## src/hdl/psrpu_pkg.sv

```systemverilog
// Constants and types shared by both ends of the power-up and reset link
// Contract
// RULE1: Device finishes self-initialization within 150 us
// RULE2: Host keeps select high through power-up
// RULE3: Reset low postpones self-initialization start
// RULE4: Host issues no transactions during initialization
// RULE5: Host resets device after shallow supply dip
// RULE6: Reset low returns device to standby
// RULE7: Reset restores configuration registers to defaults
// RULE8: Reset low halts refresh, array invalid
// RULE9: Reset exits hybrid sleep and deep power-down
// RULE10: Reset returns refresh row counter to default
// RULE11: Host treats array lost after reset
// RULE12: Host holds reset low at least 200 ns
// RULE13: No transactions during reset or recovery
// RULE14: Select waits 200 ns after reset rises
// RULE15: Select waits 400 ns after reset falls
// RULE16: Device ignores select during initialization or recovery
package psrpu_pkg;

    localparam int unsigned CLK_PERIOD_NS = 4;

    // ==========================================================
    // Timing figures in their own units
    localparam int unsigned POWER_UP_INIT_TIME_US       = 150;
    localparam int unsigned SUPPLY_OFF_DURATION_US      = 50;
    localparam int unsigned RESET_PULSE_WIDTH_NS        = 200;
    localparam int unsigned RESET_HIGH_TO_SELECT_TIME_NS = 200;
    localparam int unsigned RESET_LOW_TO_SELECT_TIME_NS = 400;

    // ==========================================================
    // Cycle counts: maxima round down, minima round up
    localparam int unsigned INIT_CYC = (POWER_UP_INIT_TIME_US * 1000) / CLK_PERIOD_NS;
    localparam int unsigned RP_CYC   = (RESET_PULSE_WIDTH_NS + CLK_PERIOD_NS - 1) / CLK_PERIOD_NS;
    localparam int unsigned RH_CYC   = (RESET_HIGH_TO_SELECT_TIME_NS + CLK_PERIOD_NS - 1) / CLK_PERIOD_NS;
    localparam int unsigned RPH_CYC  = (RESET_LOW_TO_SELECT_TIME_NS + CLK_PERIOD_NS - 1) / CLK_PERIOD_NS;

    localparam int unsigned CNT_W = 16;

    // ==========================================================
    // Reset values of device state
    localparam logic [7:0]  CFG_DEFAULT      = 8'h8f;
    localparam logic [12:0] REFRESH_ROW_INIT = 13'h0000;

    typedef enum logic [1:0] {
        PSRPU_PWR_ACTIVE,
        PSRPU_PWR_HYBRID_SLEEP,
        PSRPU_PWR_DEEP_DOWN
    } psrpu_pwr_t;

    typedef enum logic [2:0] {
        PSRPU_D_OFF,
        PSRPU_D_INIT,
        PSRPU_D_RESET,
        PSRPU_D_RECOVER,
        PSRPU_D_READY
    } psrpu_dev_t;

    typedef enum logic [2:0] {
        PSRPU_H_POWER_WAIT,
        PSRPU_H_INIT_WAIT,
        PSRPU_H_RESET_LOW,
        PSRPU_H_RESET_HIGH,
        PSRPU_H_IDLE,
        PSRPU_H_SELECTED
    } psrpu_host_t;

endpackage

```

## src/hdl/psrpu_link_if.sv

```systemverilog
// Link between host controller and memory: reset and chip select
`timescale 1ns/1ps
`default_nettype none
interface psrpu_link_if;
    logic reset_n;
    logic cs_n;
    modport host (output reset_n, output cs_n);
    modport dev  (input reset_n, input cs_n);
endinterface
`default_nettype wire

```

## src/hdl/psrpu_dev.sv

```systemverilog
// Memory end: power-up initialization and hardware reset sequencing
`timescale 1ns/1ps
`default_nettype none
module psrpu_dev (
    input  wire logic                  sys_clk,
    input  wire logic                  resetn,
    psrpu_link_if.dev                  link,
    input  wire logic                  supply_ok,
    input  wire logic                  sleep_req,
    input  wire logic                  deep_down_req,
    input  wire logic [7:0]            cfg_wdata,
    input  wire logic                  cfg_we,
    output logic                       ready,
    output logic                       array_valid,
    output logic                       refresh_on,
    output logic                       xfer_active,
    output logic                       cs_ignored,
    output psrpu_pkg::psrpu_pwr_t      pwr_state,
    output logic [7:0]                 cfg_q,
    output logic [12:0]                refresh_row
);
    import psrpu_pkg::*;

    // ==========================================================
    // Sequencer
    psrpu_dev_t       st_q, st_d;
    logic [CNT_W-1:0] cnt_q, cnt_d;
    logic [CNT_W-1:0] rph_q;

    wire rst_low   = !link.reset_n;
    wire cs_low    = !link.cs_n;
    wire init_done = (cnt_q >= CNT_W'(INIT_CYC - 1));          // [RULE1]
    wire rec_done  = (cnt_q >= CNT_W'(RH_CYC - 1)) && (rph_q >= CNT_W'(RPH_CYC - 1));

    always_comb begin
        st_d  = st_q;
        cnt_d = cnt_q + CNT_W'(1);
        case (st_q)
            PSRPU_D_OFF: begin
                cnt_d = '0;
                if (supply_ok && !rst_low) begin
                    st_d = PSRPU_D_INIT;                      // [RULE3]
                end
            end
            PSRPU_D_INIT: begin
                if (init_done) begin
                    st_d = PSRPU_D_READY;                     // [RULE1]
                end
            end
            PSRPU_D_RESET: begin
                cnt_d = '0;
                if (!rst_low) begin
                    st_d = PSRPU_D_RECOVER;
                end
            end
            PSRPU_D_RECOVER: begin
                if (rec_done) begin
                    st_d = PSRPU_D_READY;
                end
            end
            default: begin
                cnt_d = '0;
            end
        endcase
        // Hardware path overrides state: supply loss from any state, reset low from any but OFF
        if (!supply_ok) begin
            st_d  = PSRPU_D_OFF;
            cnt_d = '0;
        end else if (rst_low && st_q != PSRPU_D_OFF) begin
            st_d  = PSRPU_D_RESET;                            // [RULE6]
            cnt_d = '0;
        end
    end

    // Counts from the reset falling edge, for the 400 ns spacing
    logic [CNT_W-1:0] rph_d;
    wire  rph_sat = (rph_q >= CNT_W'(RPH_CYC - 1));
    always_comb begin
        rph_d = rph_q;
        if (st_q != PSRPU_D_RESET && st_d == PSRPU_D_RESET) begin
            rph_d = '0;
        end else if (!rph_sat) begin
            rph_d = rph_q + CNT_W'(1);
        end
    end

    always_ff @(posedge sys_clk or negedge resetn) begin
        if (!resetn) begin
            st_q  <= PSRPU_D_OFF;
            cnt_q <= '0;
            rph_q <= '0;
        end else begin
            st_q  <= st_d;
            cnt_q <= cnt_d;
            rph_q <= rph_d;
        end
    end

    // ==========================================================
    // Select handling: refused until ready
    wire in_reset   = (st_d == PSRPU_D_RESET) || (st_d == PSRPU_D_OFF);
    wire sel_ok     = (st_q == PSRPU_D_READY) && cs_low;
    wire sel_bad    = (st_q != PSRPU_D_READY) && cs_low;        // [RULE16]
    wire in_wake    = (st_q == PSRPU_D_READY);

    // Power state: select wakes from sleep; reset forces active
    psrpu_pwr_t pwr_d;
    always_comb begin
        pwr_d = pwr_state;
        if (in_reset) begin
            pwr_d = PSRPU_PWR_ACTIVE;                         // [RULE9]
        end else if (in_wake && !cs_low && pwr_state == PSRPU_PWR_ACTIVE) begin
            if (deep_down_req) begin
                pwr_d = PSRPU_PWR_DEEP_DOWN;
            end else if (sleep_req) begin
                pwr_d = PSRPU_PWR_HYBRID_SLEEP;
            end
        end else if (sel_ok && pwr_state == PSRPU_PWR_HYBRID_SLEEP) begin
            pwr_d = PSRPU_PWR_ACTIVE;
        end
    end

    // Refresh runs whenever powered, out of reset and not in deep power-down
    wire refresh_d = !in_reset && (pwr_d != PSRPU_PWR_DEEP_DOWN);   // [RULE8]

    // ==========================================================
    // Named decodes feeding the output registers
    wire        ready_d  = (st_d == PSRPU_D_READY);
    wire        xfer_d   = sel_ok && (pwr_state != PSRPU_PWR_DEEP_DOWN);  // [RULE16]
    wire        init_fin = (st_q == PSRPU_D_INIT) && (st_d == PSRPU_D_READY);
    wire        cfg_load = cfg_we && sel_ok;
    // Row counter wraps on purpose: it only marks refresh progress
    wire [12:0] row_next = refresh_row + 13'h0001;

    // ==========================================================
    // Select outcome
    always_ff @(posedge sys_clk or negedge resetn) begin
        if (!resetn) begin
            ready       <= 1'b0;
            cs_ignored  <= 1'b0;
            xfer_active <= 1'b0;
        end else begin
            ready       <= ready_d;
            cs_ignored  <= sel_bad;                           // [RULE16]
            xfer_active <= xfer_d;                            // [RULE16]
        end
    end

    // ==========================================================
    // Power state and refresh enable
    always_ff @(posedge sys_clk or negedge resetn) begin
        if (!resetn) begin
            pwr_state  <= PSRPU_PWR_ACTIVE;
            refresh_on <= 1'b0;
        end else begin
            pwr_state  <= pwr_d;                              // [RULE9]
            refresh_on <= refresh_d;                          // [RULE8]
        end
    end

    // ==========================================================
    // Array validity
    // Lost in reset; only a full init makes it trusted again
    always_ff @(posedge sys_clk or negedge resetn) begin
        if (!resetn) begin
            array_valid <= 1'b0;
        end else if (in_reset) begin
            array_valid <= 1'b0;                              // [RULE8]
        end else if (init_fin) begin
            array_valid <= 1'b1;
        end
    end

    // ==========================================================
    // Configuration
    // Defaults win over a write in the same cycle: reset is hardware
    always_ff @(posedge sys_clk or negedge resetn) begin
        if (!resetn) begin
            cfg_q <= CFG_DEFAULT;
        end else if (in_reset) begin
            cfg_q <= CFG_DEFAULT;                             // [RULE7]
        end else if (cfg_load) begin
            cfg_q <= cfg_wdata;
        end
    end

    // ==========================================================
    // Self-refresh row counter
    // Restart loses refresh history, so some rows may age out
    always_ff @(posedge sys_clk or negedge resetn) begin
        if (!resetn) begin
            refresh_row <= REFRESH_ROW_INIT;
        end else if (in_reset) begin
            refresh_row <= REFRESH_ROW_INIT;                  // [RULE10]
        end else if (refresh_d) begin
            refresh_row <= row_next;
        end
    end

endmodule
`default_nettype wire

```

## src/flat_wrapper.sv

```systemverilog
// flat-port wrapper written by rule: the top's interface ports become plain ports
module psrpu_dev_flat import psrpu_pkg::*;
  (sys_clk, resetn, supply_ok, sleep_req, deep_down_req, cfg_wdata, cfg_we, ready, array_valid, refresh_on, xfer_active, cs_ignored, pwr_state, cfg_q, refresh_row, link_reset_n, link_cs_n);
  psrpu_link_if link_i ();
  input  wire logic sys_clk;
  input  wire logic resetn;
  input  wire logic supply_ok;
  input  wire logic sleep_req;
  input  wire logic deep_down_req;
  input  wire logic [7:0] cfg_wdata;
  input  wire logic cfg_we;
  output logic ready;
  output logic array_valid;
  output logic refresh_on;
  output logic xfer_active;
  output logic cs_ignored;
  output psrpu_pkg::psrpu_pwr_t pwr_state;
  output logic [7:0] cfg_q;
  output logic [12:0] refresh_row;
  input wire logic [$bits(link_i.reset_n)-1:0] link_reset_n;
  input wire logic [$bits(link_i.cs_n)-1:0] link_cs_n;
  assign link_i.reset_n = link_reset_n;
  assign link_i.cs_n = link_cs_n;
  psrpu_dev u_core (.sys_clk(sys_clk), .resetn(resetn), .link(link_i), .supply_ok(supply_ok), .sleep_req(sleep_req), .deep_down_req(deep_down_req), .cfg_wdata(cfg_wdata), .cfg_we(cfg_we), .ready(ready), .array_valid(array_valid), .refresh_on(refresh_on), .xfer_active(xfer_active), .cs_ignored(cs_ignored), .pwr_state(pwr_state), .cfg_q(cfg_q), .refresh_row(refresh_row));
endmodule
```

## config.mk

```make
export PLATFORM = sky130hd
export DESIGN_NAME = psrpu_dev_flat
export DESIGN_NICKNAME = d
export VERILOG_FILES = /design/src/hdl/psrpu_pkg.sv /design/src/hdl/psrpu_link_if.sv /design/src/hdl/psrpu_dev.sv /design/src/flat_wrapper.sv
export SDC_FILE = /design/constraint.sdc
export NUM_CORES = 1
export LEC_CHECK = 0
export BUFFER_PORTS_ARGS = -buffer_cell sky130_fd_sc_hd__buf_2
export CAP_MARGIN = 25
export CELL_PAD_IN_SITES_DETAIL_PLACEMENT = 1
export CELL_PAD_IN_SITES_GLOBAL_PLACEMENT = 1
export CORE_ASPECT_RATIO = 1.25
export CORE_MARGIN = 3
export CORE_UTILIZATION = 40
export CTS_BUF_LIST = sky130_fd_sc_hd__clkbuf_4 sky130_fd_sc_hd__clkbuf_8
export DETAILED_ROUTE_END_ITERATION = 10
export GPL_TIMING_DRIVEN = 0
export PLACE_DENSITY_LB_ADDON = 0.2
export SYNTH_ARGS = -nofsm -noshare
export SYNTH_HDL_FRONTEND = slang
export SYNTH_SLANG_ARGS = --single-unit
```

## constraint.sdc

```tcl
create_clock -name sys_clk -period 3.65 [get_ports sys_clk]
set_clock_uncertainty 0.15 [all_clocks]
set_input_delay 0.5475 -clock sys_clk [delete_from_list [all_inputs] [get_ports sys_clk]]
set_output_delay 0.5475 -clock sys_clk [all_outputs]
set_load 0.1 [all_outputs]
```

==> flow_summary.yaml <==
synth:
  synth_mux_area_frac: 0.0258
  syn_inst: 307
  synth_area_um2: 3100
  synthAdderAreaFrac: 0.0202
  synthTopCellsByArea: "dfrtp_1 (47%), nor2_1 (4.5%), dfstp_2 (4.2%)"
  async_flop_share: 1.00
  synth_area_per_cell_um2: 10.1
  syn_nets: 328
  ys_ff_latch: 63
  seq_area_frac_synth: 0.510
  synth_edf_count: 0
  yosysWarnings: 0
  ys_types: 52
  synth_top_family_by_area: "simple AND/OR/NAND/NOR gates"
  synthSimpleGateAreaFrac: 0.217
  yosys.area.top_type: "dfrtp_1"
  synth_xor_area_frac: 0.0452
  ys.flop_type: "dfrtp_1"
  yosysTopAreaCellShare: 0.468
  synth_compound_area_frac: 0.150
critical_path:
  crit_type: "flop to flop"
  r2r_setup_slack_ns: 1.19
  slowest_delay_ns: 0.65
  timing.rr.start: "u_core.rph_q[0]$_DFFE_PN0P_"
  crit_path_frequent_cell: "nor4_1"
  crit_chain: "ha_1 -> nor4_1 -> o211ai_1 -> nor4_1 -> a21oi_1 -> a31o_2"
  r2r.worst_path.cells: 6
  crit_slowest_cell: "nor4_1"
  critPathCaptureType: "flop"
  path_max_fanout: 5
  crit_required_ns: 3.72
  critical_path_arrival_ns: 2.54
  cp-start-kind: "flop"
  r2r-end: "u_core.rph_q[4]$_DFFE_PN0P_"
placement:
  dp_hpwl_um: 5240
  port_buffers: 43
  dp_worst_setup_slack_ns: 1.26
  gp_congestion: 0.785
detailed_routing:
  dr.pass1.iters: 4
  via_per_inst: 5.49
  wl_um: 7430
  vias: 2514
  route.detailed.drc: 0
  wl_per_cell_um: 16.2
  antenna_left: 0
  drt_iter0_markers: 107
floorplan:
  initial_core_util: 0.416
  coreArea_um2: 7440
  rows: 35
  ioPinCount: 44
  fp.dieH_um: 104
  die-area_um2: 8850
  die_x_um: 84.7
sta:
  finalSetupViolCount: 0
  period_minus_slack_ns: 2.46
  setup-tns-final_ns: 0
  hold_viol: 0
  drv_slew: 0
  max-slew-margin-rel: 0.466
  setup_slack_ns: 1.19
  max_freq_mhz: 406
  worst_slew_pin_slew_ns: 0.794
  period_share: 0.674
  rsz0062_at_grt: "no"
cells_and_area:
  post-route-util: 0.493
  final_nets: 382
  n_fill_cell: 872
  area_growth_pct: 18.4
  diodes: 0
  drive_gt1_frac: 0.230
clock_tree:
  clk_latency_ns: 0.35
  h-tree-depth: 3
  cts-buffers-inserted: 9
  root_buffer: "clkbuf_8"
  clock_sinks: 63
  cts.clk_slew.worst_paths_ns: 0.08
  cts_buffer_depth: 2
  ctsResizeCount: 0
  postCtsHoldBufs: 0
  cts_setup_buffers: 0
  cts_tree: "yes"
global_routing:
  grt_pass1_vias: 2694
  grt_pass1_wl_um: 12800
  grt-ovfl-total: 0
  antenna_found_initial: 0
  grt.total_usage: 0.178
  grt_max_degree: 64
flow_run:
  maxCapViolCount: 0
outcome:
  status: "finished, final reports clean"
power_and_ir_drop:
  powerDensity_nw_per_um2: 471
  ir_drop_mv: 0.224
  leakage_nw: 1.71
min_path:
  hold_path_class: "input port to asynchronous set/reset pin"
-- state kept, by name, indices dropped and copies added (netlist names) --
register,flops
u_core.array_valid,1
u_core.cfg_q,8
u_core.cnt_q,16
u_core.cs_ignored,1
u_core.pwr_state,2
u_core.ready,1
u_core.refresh_on,1
u_core.refresh_row,13
u_core.rph_q,16
u_core.st_q,3
u_core.xfer_active,1
-- power breakdown --
part	total (mW)	switching (mW)	leakage, nW	internal [mW]
clock	0.723	0.275	0.123	0.448
combinational	0.228	0.138	0.743	0.0895
sequential	0.780	0.0380	0.846	0.742
total	1.73	0.452	1.71	1.28
-- per-layer routing --
layer,up-vias,wire [µm],global-route usage
met3,10,233,0.0420
met2,37,3760,0.305
met4,0,121,0.0679
met1,1265,3310,0.215
met5,-,0,0
li1,1202,-,-
-- cell type report --
type                            instances  area [µm²]  area share
Multi-Input combinational cell        222        1420       0.387
Sequential cell                        63        1580       0.431
Buffer                                  8        45.0      0.0123
Inverter                               14        52.6      0.0143
Clock inverter                          3        65.1      0.0177
Timing Repair Buffer                   43         218      0.0593
Tap cell                               92         115      0.0314
Clock buffer                           13         173      0.0470
-- layout by cell type, fill, tap and decap left out, drive strengths merged, types with 2 or more instances in the layout --
master,instances
a211oi,3
a21oi,6
a31o,3
a31oi,6
a41oi,2
and2,16
and3,2
and4,2
buf,45
bufinv,2
clkbuf,19
dfrtp,58
dfstp,5
ha,5
inv,14
mux2i,8
nand2,24
nand2b,3
nand3,15
nand4,5
nor2,37
nor2b,2
nor3,10
nor4,5
o211a,2
o21ai,18
o31ai,10
o41ai,3
or3,3
or4,3
xnor2,11
xor2,5
-- through the flow --
step / area (µm²) / power [mW] / instances / hold slack (ns)
final: 3670 / 1.73 / 458 / 0.134
after detailed placement: 3430 / 1.02 / 442 / 0.322
after floorplan: 3100 / 0.951 / 307 / 0.102
after global routing: 3670 / 1.81 / 458 / 0.190
after global placement: 3430 / 1.01 / 442 / 0.316
after CTS: 3670 / 1.75 / 458 / 0.162
-- cell usage after synthesis (all sizes together), types with 6 or more instances --
cell type / number
a31oi: 6
nor2: 37
inv: 14
nand3: 15
nor3: 10
clkbuf: 6
xnor2: 11
a21oi: 6
dfrtp: 58
o21ai: 18
nand2: 24
mux2i: 8
and2: 16
o31ai: 10
-- logic make-up after synthesis --
logic type	Yosys count
AO/OA/AOI/OAI	61
flip-flops	63
multiplexers	8
adder cells (fa/ha/maj)	5
XOR/XNOR	16
buffers and inverters	22
AND/OR/NAND/NOR	132
-- worst max path at each step --
stage	to	depth (start not counted)	start	slack, ns
after floorplan	u_core.refresh_row[10]$_DFFE_PN0P_	6	u_core.refresh_row[0]$_DFFE_PN0P_	1.08
after global placement	u_core.refresh_row[7]$_DFFE_PN0P_	6	u_core.st_q[1]$_DFF_PN0_	1.27
after detailed placement	u_core.rph_q[4]$_DFFE_PN0P_	6	u_core.rph_q[0]$_DFFE_PN0P_	1.26
after CTS	u_core.rph_q[4]$_DFFE_PN0P_	6	u_core.rph_q[0]$_DFFE_PN0P_	1.15
after global routing	u_core.rph_q[5]$_DFFE_PN0P_	6	u_core.rph_q[0]$_DFFE_PN0P_	0.97
final	u_core.rph_q[4]$_DFFE_PN0P_	6	u_core.rph_q[0]$_DFFE_PN0P_	1.19
-- worst max-delay path, delay by kind of cell, from the launching register on --
kind | cells | cell delay, ns
simple gates | 2 | 0.94
compound gates | 3 | 0.58
flops | 1 | 0.41
fa+ha+maj | 1 | 0.28
Power figures use the tool's default switching activity.
